===== config.mk =====
export PLATFORM = sky130hd
export DESIGN_NAME = afc_flow_control
export DESIGN_NICKNAME = d
export VERILOG_FILES = /design/src/afc_pkg.sv /design/src/afc_flow_control.sv
export SDC_FILE = /design/constraint.sdc
export NUM_CORES = 1
export LEC_CHECK = 0
export BUFFER_PORTS_ARGS = -buffer_cell sky130_fd_sc_hd__buf_4
export CORE_UTILIZATION = 55
export CTS_BUF_LIST = sky130_fd_sc_hd__clkbuf_8
export CTS_CLUSTER_DIAMETER = 30
export DETAILED_ROUTE_END_ITERATION = 7
export PLACE_DENSITY_LB_ADDON = 0.3
export SLEW_MARGIN = 10
export SYNTH_ARGS = -nofsm -noshare
export SYNTH_HDL_FRONTEND = slang
export SYNTH_SLANG_ARGS = --single-unit

===== constraint.sdc =====
create_clock -name mclk -period 3.5 [get_ports mclk]
set_input_delay 0.7 -clock mclk [delete_from_list [all_inputs] [get_ports mclk]]
set_output_delay 0.7 -clock mclk [all_outputs]
set_load 0.02 [all_outputs]

===== src/afc_pkg.sv =====
// Package for the automatic flow-control engine
package afc_pkg;
    // Register map
    localparam logic [11:0] CFG_OFFSET    = 12'h0AC;
    localparam logic [11:0] STATUS_OFFSET = 12'h0C0;
    localparam logic [31:0] CFG_RESET     = 32'h0000_0000;
    localparam logic [1:0]  RESP_OKAY     = 2'h0;
    localparam logic [1:0]  RESP_SLVERR   = 2'h2;

    // Field positions of the configuration word
    localparam int HI_LSB   = 16;
    localparam int LO_LSB   = 8;
    localparam int DUR_LSB  = 4;
    localparam int MULT_BIT = 3;
    localparam int BRD_BIT  = 2;
    localparam int OWN_BIT  = 1;
    localparam int ANY_BIT  = 0;
    localparam int UNIT_SHIFT = 6;  // Thresholds count 64-byte units

    // Status word bit positions
    localparam int ST_PAUSED = 0;
    localparam int ST_JAM    = 1;
    localparam int ST_HIGH   = 2;
    localparam int ST_LOW    = 3;

    // Jam timing, counted in 100 ns ticks
    localparam int CLK_NS       = 10;
    localparam int JAM_TICK_NS  = 100;
    localparam int JAM_TICK_CYC = (JAM_TICK_NS + CLK_NS - 1) / CLK_NS;
    localparam int JAM_W        = 13;
    localparam logic [JAM_W-1:0] JAM_10M_EXTRA = 13'h0016;  // 2.2 us
    localparam logic [JAM_W-1:0] JAM_TENTHS [16] = '{
        13'h0032, 13'h0064, 13'h0096, 13'h00FA, 13'h01F4, 13'h03E8, 13'h05DC, 13'h07D0,
        13'h09C4, 13'h0BB8, 13'h0DAC, 13'h0FA0, 13'h1194, 13'h1388, 13'h157C, 13'h1770};

    typedef struct packed {
        logic [7:0] reserved;
        logic [7:0] flowHighThreshold;
        logic [7:0] flowLowThreshold;
        logic [3:0] jamDurationSel;
        logic       jamOnGroupFrames;
        logic       jamOnAllStationFrames;
        logic       jamOnOwnAddress;
        logic       flowOnEveryFrame;
    } afc_conf_t;

    // Receive-side frame events from the MAC, one-cycle pulses
    typedef struct packed {
        logic preamble;
        logic addrDecoded;
        logic multicast;
        logic broadcast;
        logic ownAddress;
    } afc_rx_t;

    typedef enum logic [0:0] {ARMED, PAUSED} afc_state_t;

    function automatic logic [JAM_W-1:0] jamTicks(input logic [3:0] sel, input logic speed100);
        jamTicks = speed100 ? JAM_TENTHS[sel] : JAM_TENTHS[sel] + JAM_10M_EXTRA;
    endfunction : jamTicks
endpackage : afc_pkg


===== src/afc_flow_control.sv =====
// Automatic flow-control engine with AXI4-Lite configuration
// Summary of operation
// - No pause frame or back pressure while the transmitter is disabled.
// - High threshold in bits 23:16, 64-byte units, triggers flow control per bits 3:0.
// - Full duplex: one pause frame per high event, carrying the MAC pause time.
// - Half duplex past high threshold: jam each matching frame for the duration.
// - Low threshold in bits 15:8; falling below it sends a zero-time pause.
// - Zero-time pause only after a high event actually sent a pause frame.
// - Bits 7:4 set jam duration; unused in full duplex.
// - Bit 3 jams multicast frames past threshold; no effect in full duplex.
// - Bit 2 jams broadcast frames past threshold; no effect in full duplex.
// - Bit 1 jams own-address frames past threshold; no effect in full duplex.
// - Bit 0 reacts to any frame; enables full-duplex flow control.
// - Half duplex any-frame: jam on next valid preamble, no address decode.
// - Full duplex any-frame: request pause immediately on reaching threshold.
// - Any-frame bit overrides the multicast, broadcast and own-address bits.
// - Duration codes map 5 us to 600 us; 10 Mb/s adds 2.2 us.
//
// The implementer's own choice: the AXI4-Lite interface to the registers.
`timescale 1ns/1ps
module afc_flow_control #(
    parameter int LEVEL_W = 14,
    parameter int ADDR_W  = 12
) (
    // Clock and reset
    input  wire logic                mclk,
    input  wire logic                rst,
    // AXI4-Lite write address and data
    input  wire logic [ADDR_W-1:0]   awaddr,
    input  wire logic                awvalid,
    output logic                     awready,
    input  wire logic [31:0]         wdata,
    input  wire logic [3:0]          wstrb,
    input  wire logic                wvalid,
    output logic                     wready,
    // AXI4-Lite write response
    output logic [1:0]               bresp,
    output logic                     bvalid,
    input  wire logic                bready,
    // AXI4-Lite read
    input  wire logic [ADDR_W-1:0]   araddr,
    input  wire logic                arvalid,
    output logic                     arready,
    output logic [31:0]              rdata,
    output logic [1:0]               rresp,
    output logic                     rvalid,
    input  wire logic                rready,
    // MAC state
    input  wire logic [LEVEL_W-1:0]  rxFifoLevel,
    input  wire logic                txEnable,
    input  wire logic                fullDuplex,
    input  wire logic                speed100,
    input  wire logic [15:0]         pauseTimeValue,
    input  wire logic                swPauseReq,
    input  wire afc_pkg::afc_rx_t    rxEvent,
    // Requests to the MAC
    output logic                     pauseReq,
    output logic [15:0]              pauseTime,
    output logic                     jamActive
);
    afc_pkg::afc_conf_t  cfg;
    afc_pkg::afc_conf_t  next_cfg;
    afc_pkg::afc_state_t state;
    logic [ADDR_W-1:0]   wrAddr;
    logic [31:0]         wrData;
    logic [3:0]          wrStrb;
    logic                awHeld;
    logic                wHeld;
    logic                highReached;
    logic                belowLow;
    logic                frameMatch;
    logic                autoPause;
    logic                zeroPause;
    logic                jamStart;
    logic [7:0]          tickCount;
    logic                tick;
    logic [afc_pkg::JAM_W-1:0] jamCount;

    // Threshold comparison in bytes
    assign highReached = rxFifoLevel >= LEVEL_W'({cfg.flowHighThreshold, 6'h00});
    assign belowLow    = rxFifoLevel <  LEVEL_W'({cfg.flowLowThreshold, 6'h00});

    // Frame selection for back pressure
    always_comb
    begin
        if (cfg.flowOnEveryFrame)
            frameMatch = rxEvent.preamble;
        else
            frameMatch = rxEvent.addrDecoded &&
                ((cfg.jamOnGroupFrames && rxEvent.multicast) ||
                 (cfg.jamOnAllStationFrames && rxEvent.broadcast) ||
                 (cfg.jamOnOwnAddress && rxEvent.ownAddress));
    end

    assign autoPause = fullDuplex && txEnable && cfg.flowOnEveryFrame && state == afc_pkg::ARMED
                       && highReached;
    assign zeroPause = fullDuplex && txEnable && state == afc_pkg::PAUSED && belowLow;
    assign jamStart  = !fullDuplex && txEnable && highReached && frameMatch;

    // High-event state
    always_ff @(posedge mclk)
    begin
        if (rst)
            state <= afc_pkg::ARMED;
        else if (autoPause)
            state <= afc_pkg::PAUSED;
        else if (zeroPause || !cfg.flowOnEveryFrame)
            state <= afc_pkg::ARMED;
    end

    // Pause requests to the MAC
    always_ff @(posedge mclk)
    begin
        if (rst)
        begin
            pauseReq  <= 1'b0;
            pauseTime <= 16'h0000;
        end
        else
        begin
            pauseReq <= autoPause || zeroPause || (swPauseReq && txEnable);
            if (zeroPause)
                pauseTime <= 16'h0000;
            else if (autoPause || swPauseReq)
                pauseTime <= pauseTimeValue;
        end
    end

    // 100 ns tick for the jam timer
    always_ff @(posedge mclk)
    begin
        if (rst || tick)
            tickCount <= 8'h00;
        else
            tickCount <= tickCount + 8'h01;
    end
    assign tick = tickCount == 8'(afc_pkg::JAM_TICK_CYC - 1);

    // Back-pressure timer
    always_ff @(posedge mclk)
    begin
        if (rst || fullDuplex || !txEnable)
        begin
            jamCount  <= '0;
            jamActive <= 1'b0;
        end
        else if (jamStart)
        begin
            jamCount  <= afc_pkg::jamTicks(cfg.jamDurationSel, speed100);
            jamActive <= 1'b1;
        end
        else if (tick && jamCount != '0)
        begin
            jamCount  <= jamCount - 1'b1;
            jamActive <= jamCount != afc_pkg::JAM_W'(1);
        end
    end

    // Configuration write with byte strobes
    always_comb
    begin
        next_cfg = cfg;
        for (int i = 0; i < 3; i++)
            if (wrStrb[i])
                next_cfg[8*i +: 8] = wrData[8*i +: 8];
        next_cfg.reserved = 8'h00;
    end

    always_ff @(posedge mclk)
    begin
        if (rst)
            cfg <= afc_pkg::CFG_RESET;
        else if (awHeld && wHeld && !bvalid && wrAddr == ADDR_W'(afc_pkg::CFG_OFFSET))
            cfg <= next_cfg;
    end

    // AXI4-Lite write channels
    always_ff @(posedge mclk)
    begin
        if (rst)
        begin
            awready <= 1'b1;
            wready  <= 1'b1;
            awHeld  <= 1'b0;
            wHeld   <= 1'b0;
            bvalid  <= 1'b0;
            bresp   <= afc_pkg::RESP_OKAY;
            wrAddr  <= '0;
            wrData  <= 32'h0000_0000;
            wrStrb  <= 4'h0;
        end
        else
        begin
            if (awvalid && awready)
            begin
                wrAddr  <= awaddr;
                awHeld  <= 1'b1;
                awready <= 1'b0;
            end
            if (wvalid && wready)
            begin
                wrData <= wdata;
                wrStrb <= wstrb;
                wHeld  <= 1'b1;
                wready <= 1'b0;
            end
            if (awHeld && wHeld && !bvalid)
            begin
                bvalid <= 1'b1;
                bresp  <= (wrAddr == ADDR_W'(afc_pkg::CFG_OFFSET)) ? afc_pkg::RESP_OKAY : afc_pkg::RESP_SLVERR;
                awHeld <= 1'b0;
                wHeld  <= 1'b0;
            end
            if (bvalid && bready)
            begin
                bvalid  <= 1'b0;
                awready <= 1'b1;
                wready  <= 1'b1;
            end
        end
    end

    // AXI4-Lite read channel
    always_ff @(posedge mclk)
    begin
        if (rst)
        begin
            arready <= 1'b1;
            rvalid  <= 1'b0;
            rdata   <= 32'h0000_0000;
            rresp   <= afc_pkg::RESP_OKAY;
        end
        else if (arvalid && arready)
        begin
            arready <= 1'b0;
            rvalid  <= 1'b1;
            rresp   <= afc_pkg::RESP_OKAY;
            rdata   <= 32'h0000_0000;
            if (araddr == ADDR_W'(afc_pkg::CFG_OFFSET))
                rdata <= cfg;
            else if (araddr == ADDR_W'(afc_pkg::STATUS_OFFSET))
            begin
                rdata[afc_pkg::ST_PAUSED] <= state == afc_pkg::PAUSED;
                rdata[afc_pkg::ST_JAM]    <= jamActive;
                rdata[afc_pkg::ST_HIGH]   <= highReached;
                rdata[afc_pkg::ST_LOW]    <= belowLow;
            end
            else
                rresp <= afc_pkg::RESP_SLVERR;
        end
        else if (rvalid && rready)
        begin
            rvalid  <= 1'b0;
            arready <= 1'b1;
        end
    end

    // Checks
    property p_noPauseTxOff;
        @(posedge mclk) disable iff (rst) pauseReq |-> $past(txEnable);
    endproperty
    a_noPauseTxOff: assert property (p_noPauseTxOff) else $error("pause while transmitter off");

    property p_noJamTxOff;
        @(posedge mclk) disable iff (rst) !txEnable |=> !jamActive;
    endproperty
    a_noJamTxOff: assert property (p_noJamTxOff) else $error("jam while transmitter off");

    property p_singlePause;
        @(posedge mclk) disable iff (rst)
            (pauseReq && pauseTime != 16'h0000 && !$past(swPauseReq)) |-> $past(state) == afc_pkg::ARMED
            && state == afc_pkg::PAUSED;
    endproperty
    a_singlePause: assert property (p_singlePause) else $error("repeated pause frame");

    property p_zeroAfterHigh;
        @(posedge mclk) disable iff (rst)
            zeroPause |=> pauseReq && pauseTime == 16'h0000 && $past(state) == afc_pkg::PAUSED;
    endproperty
    a_zeroAfterHigh: assert property (p_zeroAfterHigh) else $error("zero pause out of order");

    property p_zeroBelowLow;
        @(posedge mclk) disable iff (rst)
            $past(state) == afc_pkg::PAUSED && state == afc_pkg::ARMED && $past(cfg.flowOnEveryFrame)
            |-> $past(belowLow) && pauseReq && pauseTime == 16'h0000;
    endproperty
    a_zeroBelowLow: assert property (p_zeroBelowLow) else $error("zero pause without low level");

    property p_fullDuplexPause;
        @(posedge mclk) disable iff (rst)
            fullDuplex && txEnable && cfg.flowOnEveryFrame && state == afc_pkg::ARMED && highReached
            |=> pauseReq && pauseTime == $past(pauseTimeValue);
    endproperty
    a_fullDuplexPause: assert property (p_fullDuplexPause) else $error("missing pause request");

    property p_noJamFull;
        @(posedge mclk) disable iff (rst) fullDuplex |=> !jamActive;
    endproperty
    a_noJamFull: assert property (p_noJamFull) else $error("jam in full duplex");

    property p_jamPreamble;
        @(posedge mclk) disable iff (rst)
            !fullDuplex && txEnable && highReached && cfg.flowOnEveryFrame && rxEvent.preamble
            |=> jamActive;
    endproperty
    a_jamPreamble: assert property (p_jamPreamble) else $error("no jam on preamble");

    property p_jamOwn;
        @(posedge mclk) disable iff (rst)
            !fullDuplex && txEnable && highReached && cfg.jamOnOwnAddress && rxEvent.addrDecoded
            && rxEvent.ownAddress |=> jamActive;
    endproperty
    a_jamOwn: assert property (p_jamOwn) else $error("no jam on own address");

    property p_jamLength;
        @(posedge mclk) disable iff (rst)
            $rose(jamActive) |-> jamCount == afc_pkg::jamTicks($past(cfg.jamDurationSel), $past(speed100));
    endproperty
    a_jamLength: assert property (p_jamLength) else $error("wrong jam duration");
endmodule : afc_flow_control


==> qor.txt, run 1 <==
status = complete, no violations
CTS tree = built
synthesized area per cell = 8.46 um2
PwrDens = 409 mW/mm2
Mapped Cells = 745
multi-input logic area = 0.00326 mm2
critical path arrival = 3360 ps
Setup CP Type = register to register
maxcap violations = 0
Total Negative Setup Slacks = 0 ps
cts hold-fix bufs = 0
Net Sw Frac = 28.0%
post-route core utilization = 70.4%
Critical Path End Type = register
I/O pin count = 165
DRC = 0
Worst-path clk slew = 90 ps
CP required = 3850 ps
worst hold path type = input port to register
diode count = 0
Pre-antenna DRT Iters = 5
routed wire length = 15.7 mm
Resize count post-CTS = 0
post-route insts no fill = 1023
overflow left after global routing = 0
Seq pwr share = 51.5%
hpwl dp = 11.3 mm
layout cell share with drive strength beyond 1 = 22.3%
EDFF count, synth = 0
internal power = 2280 uW
RSZ-0062 raised after global routing = false
Longest Clk Path Bufs = 2
CTS Sinks = 136
register area = 0.00272 mm2
P_leak = 0.00338 uW
clock share of power = 37.8%
Seq/Total Area, Yosys = 43.2%
crit path time final = 3010 ps
I/O Buffers = 145
die height = 109 um
Max-slew headroom = 31.9%
Nets = 1003
Worst R2R End = jamCount[9]
final hold vios = 0
pin count of the biggest net entering global routing = 101
antenna-violating nets left = 0
via count = 5699
DRT iter0 DRCs = 399
Placed Cells = 991
die width = 109 um
Reg2Reg Setup Slack = 490 ps
Root Buffer = clkbuf_8
crit-path max FO = 14
antenna violations before repair = 0
Layout area overhead = 22.8%
total track usage = 27.0%
Skew-Pair Late Insertion Delay = 450 ps
Layout fillers = 863
crit share post-route = 86.0%
Yosys reg bits = 136
Max H-tree Level = 4
worst hold stages = 2
final setup violation count = 0
Comb power frac = 10.7%
Starting Density = 57.4%
first-pass GRT wire length = 24.7 mm
Placeable Area = 0.0110 mm2
distinct cell type count after synthesis = 59
Min Hold Slack = 427 ps
worst r2r src = cfg[5]
DR WL/cell = 15.4 um
Post-Route Skew = 8.48 ps
Net Switching = 886 uW
worst-margin pin slew = 1020 ps
Peak VDD IR = 0.314 mV
Post-Syn Area = 0.00630 mm2
Hold Startpoint = awvalid
yosys warns = 0
Reg2Reg Depth = 8
startpoint types = register
fin. max-slew vios = 0
Final Power = 3160 uW
Post-CTS Repair Setup Buffers = 0
FFs w/ async S/R, synth = 0%
Peak Freq = 332 MHz
worst-case hold path end point = awready
vias per inst = 5.57
RePlAce Congestion = 0.918
Die Area = 0.0119 mm2
Inserted Clock Buffers = 17
Core Rows = 38
vias in the first global route = 5336
predominant post-synthesis flop cell = dfxtp_1
==> Yosys cell counts, types with 3 or more instances <==
cell / n / area share [%]
nor2b_1: 4 / 0.40
buf_1: 4 / 0.24
nor4_1: 13 / 1.3
xnor2_1: 11 / 1.5
buf_4: 12 / 1.4
dfxtp_1: 136 / 43
nor2_1: 76 / 4.5
nand4_1: 3 / 0.30
a21oi_1: 76 / 6.0
nand3_1: 32 / 2.5
and3_1: 5 / 0.50
and2_1: 5 / 0.50
mux2i_1: 42 / 6.7
inv_1: 27 / 1.6
nor4bb_1: 3 / 0.48
nor4b_1: 4 / 0.56
a21o_1: 6 / 0.71
xor2_1: 8 / 1.1
ha_1: 27 / 5.4
mux2_2: 6 / 1.1
or4_1: 3 / 0.36
clkbuf_1: 34 / 2.0
a211oi_1: 8 / 0.95
a221oi_1: 4 / 0.56
nand2_1: 119 / 7.1
o21ai_0: 12 / 0.95
nor3_1: 14 / 1.1
nand2b_1: 7 / 0.69
a31oi_1: 7 / 0.69
==> kinds of logic (layout without fill, tap and decap cells) <==
group           count (synthesis)  after routing  synth area share [%]
mux                            48             48                  7.74
compound gates                134            134                  13.3
simple gates                  301            301                  22.0
fa+ha+maj                      27             27                  5.36
flops                         136            136                  43.2
xor+xnor                       19             19                  2.64
other cells                     1             10                0.0595
buf+inv                        79            208                  5.66
==> placed cells by master, fill, tap and decap left out, drive strengths merged, types with 5 or more instances in the layout <==
cell,n
xnor2,11
nand2b,7
nor2,76
and3,5
nand3,32
xor2,8
a211oi,9
mux2i,42
conb,10
and2,5
a21oi,76
buf,149
mux2,6
clkbuf,18
a31oi,7
nor3,14
inv,34
clkinv,5
ha,27
o21ai,12
dfxtp,136
a21o,6
nor4,13
nand2,119
==> power by group through the flow <==
stage          clock network, uW  registers, uW  logic (uW)
2_1_floorplan                  0           1680         166
3_3_place_gp                   0           1660         325
3_5_place_dp                   0           1660         336
4_1_cts                     1210           1630         338
5_1_grt                     1260           1640         372
6_report                    1190           1630         339
==> worst max-delay path: stages, from the launching register on <==
cell,delay (ps)
dfxtp_1,620
inv_1,200
ha_1,320
or3_1,380
ha_1,240
a21o_1,210
a2111oi_4,450
a31oi_1,170
a221oi_1,310
==> metrics by stage <==
stage	instance area, um2	setup slack (ps)
after floorplan	6330	835
after global placement	7380	691
after detailed placement	7380	594
after CTS	7730	496
after global routing	7730	336
final	7730	491
==> layer usage <==
layer	GRT usage (%)	wire length (um)
met2	45.1	7990
met4	12.8	404
met3	5.26	869
met5	0	0
met1	33.2	6450
==> worst max path at each step <==
| stage | start | to | slack [ps] |
|---|---|---|---|
| 2_1_floorplan | cfg[5] | jamCount[7] | 840 |
| 3_3_place_gp | rxFifoLevel[6] | jamCount[4] | 690 |
| 3_5_place_dp | rxFifoLevel[6] | jamCount[4] | 590 |
| 4_1_cts | cfg[5] | jamCount[9] | 500 |
| 5_1_grt | cfg[5] | jamCount[9] | 340 |
| 6_report | cfg[5] | jamCount[9] | 490 |
==> flip-flops by register name (all words and copies together), names as in the netlist, 3 cells and up <==
| register | count |
|---|---|
| pauseTime | 16 |
| tickCount | 8 |
| wrStrb | 3 |
| rdata | 24 |
| jamCount | 13 |
| wrAddr | 12 |
| cfg | 24 |
| wrData | 24 |
==> layout make-up <==
type	instances	share of cell area (%)
clock buffers	18	3.20
clock inverters	14	1.44
inverters	27	1.31
multi-input cells	539	42.1
flip-flops and latches	136	35.2
well taps	140	2.26
repair buffers	149	14.5
(Power assumes the default switching activity.)
==> inputs of run 2 (changes only) <==
--- a/config.mk
+++ b/config.mk
@@ -6,7 +6,7 @@
 export NUM_CORES = 1
 export LEC_CHECK = 0
 export BUFFER_PORTS_ARGS = -buffer_cell sky130_fd_sc_hd__buf_4
-export CORE_UTILIZATION = 55
+export CORE_UTILIZATION = 43
 export CTS_BUF_LIST = sky130_fd_sc_hd__clkbuf_8
 export CTS_CLUSTER_DIAMETER = 30
 export DETAILED_ROUTE_END_ITERATION = 7
==> run 2 against run 1 <==
Net effect: utilization shrank 14 points; total power increased by 6.1%; clock power up 17%; non-clock buffer count up 5; routed wire length shrank 3.8%; setup slack gained 350 ps; maximum frequency is 13% higher; global-route usage fell by 6.2 points; register-to-register slack gained 350 ps; clock-buffer cell count unchanged; critical path type unchanged; critical endpoint is now jamCount[7]; largest power group unchanged.
==> qor.txt, run 2 (same netlist as run 1, synthesis figures left out) <==
register area = 0.00272 mm2
biggest cell delay along the critical path = 610 ps
layout cell share with drive strength beyond 1 = 22.4%
Max H-tree Level = 4
Final Cell Area = 0.00790 mm2
pin count of the biggest net entering global routing = 101
I/O pin count = 165
Pre-antenna DRT Iters = 5
I/O Buffers = 145
Post-Route Skew = 14.0 ps
maxcap violations = 0
setup slack after layout = 844 ps
Critical path origin = cfg[4]
critical path arrival = 3020 ps
P_leak = 0.00344 uW
pre-CTS setup slack = 674 ps
worst-margin pin slew = 1030 ps
crit path time final = 2660 ps
Starting Density = 44.7%
multi-input logic area = 0.00326 mm2
PwrDens = 425 mW/mm2
Setup CP Type = register to register
Die Area = 0.0151 mm2
crit share post-route = 75.9%
Skew-Pair Late Insertion Delay = 450 ps
DRC = 0
Root Buffer = clkbuf_8
CP top delay family = compound AO/OA/AOI/OAI gates
Peak Freq = 377 MHz
startpoint types = register
Longest Clk Path Bufs = 2
CTS Sinks = 136
final hold vios = 0
slowest stage cell on the critical path = dfxtp_1
cts hold-fix bufs = 0
Layout area overhead = 25.3%
RePlAce Congestion = 0.854
Post-CTS Repair Setup Buffers = 0
worst hold stages = 2
vias per inst = 5.14
via count = 5486
Layout fillers = 1326
most frequent cells in the layout = 154 x buf_4, 136 x dfxtp_1, 119 x nand2_1
worst hold path type = input port to register
die height = 123 um
diode count = 0
antenna-violating nets left = 0
total track usage = 20.8%
Nets = 1008
worst r2r src = cfg[4]
Worst-path clk slew = 70 ps
Bufs and invs on worst path = 1
Max-slew headroom = 31.2%
Placeable Area = 0.0141 mm2
Total Negative Setup Slacks = 0 ps
CP dominant cell by count = ha_1
Resize count post-CTS = 0
crit-path max FO = 14
Core Rows = 43
die width = 123 um
Reg2Reg Depth = 9
Post-DP Area = 0.00746 mm2
DRT iter0 DRCs = 226
Worst path depth = 9
status = complete, no violations
Worst R2R End = jamCount[7]
hpwl dp = 11.0 mm
leading cell type in the layout, fill and taps excluded = buf_4
vias in the first global route = 5115
end of the critical path = jamCount[7]
Reg2Reg Setup Slack = 840 ps
overflow left after global routing = 0
first-pass GRT wire length = 24.5 mm
CTS tree = built
antenna violations before repair = 0
final setup violation count = 0
CP Cell Sequence = inv_1 -> ha_1 -> a21oi_1 -> ha_1 -> a21o_1 -> a2111oi_4 -> xor2_1 -> nor2_1 -> a211oi_2
RSZ-0062 raised after global routing = false
DR WL/cell = 14.1 um
Inserted Clock Buffers = 17
Critical Path End Type = register
routed wire length = 15.1 mm
Peak VDD IR = 0.306 mV
Largest regs = cfg x24, rdata x24, wrData x24
fin. max-slew vios = 0
CP required = 3860 ps
[run 2: changes by cell type in the layout (fill, tap and decap cells not counted), sizes merged]
cell | previous run | this run
buf | 149 | 154
bufinv | 0 | 4
inv | 34 | 30
clkinv | 5 | 3
clkinvlp | 2 | 4
[run 2: through the flow]
step / util (%) / cells / hold slack (ps) / power (uW)
after floorplan: - / 754 / 431 / 1850
after global placement: 52.9 / 1036 / 440 / 2000
after detailed placement: 52.9 / 1036 / 445 / 2000
after CTS: 56.0 / 1068 / 412 / 3390
after global routing: 56.0 / 1068 / 437 / 3490
final: 56.0 / 1068 / 447 / 3350
[run 2: final cells by class]
class,instances,share of cell area [%]
Inverter,27,1.28
Multi-Input combinational cell,539,41.3
Clock buffer,18,3.14
Clock inverter,14,2.33
Tap cell,180,2.85
Timing Repair Buffer,154,14.6
Sequential cell,136,34.5
[run 2: where the power goes]
group | total (uW) | internal [uW] | switching, uW
Clock | 1390 | 787 | 601
Sequential | 1630 | 1600 | 28.5
Combinational | 340 | 156 | 184
Total | 3350 | 2540 | 814
[run 2: worst min path at each step]
| stage | from | endpoint | slack (ps) |
|---|---|---|---|
| floorplan | wrAddr[5] | wrAddr[5] | 430 |
| global placement | rdata[17] | rdata[17] | 440 |
| detailed placement | wrAddr[5] | wrAddr[5] | 450 |
| CTS | wvalid | wready | 410 |
| global route | wvalid | wready | 440 |
| finish | wvalid | wready | 450 |
[run 2: metal layers]
layer,GRT usage (%),wire [um],up-vias
met2,33.6,7170,145
li1,-,-,2812
met4,7.76,356,0
met3,5.58,843,24
met5,0,0,-
met1,26.5,6740,2505
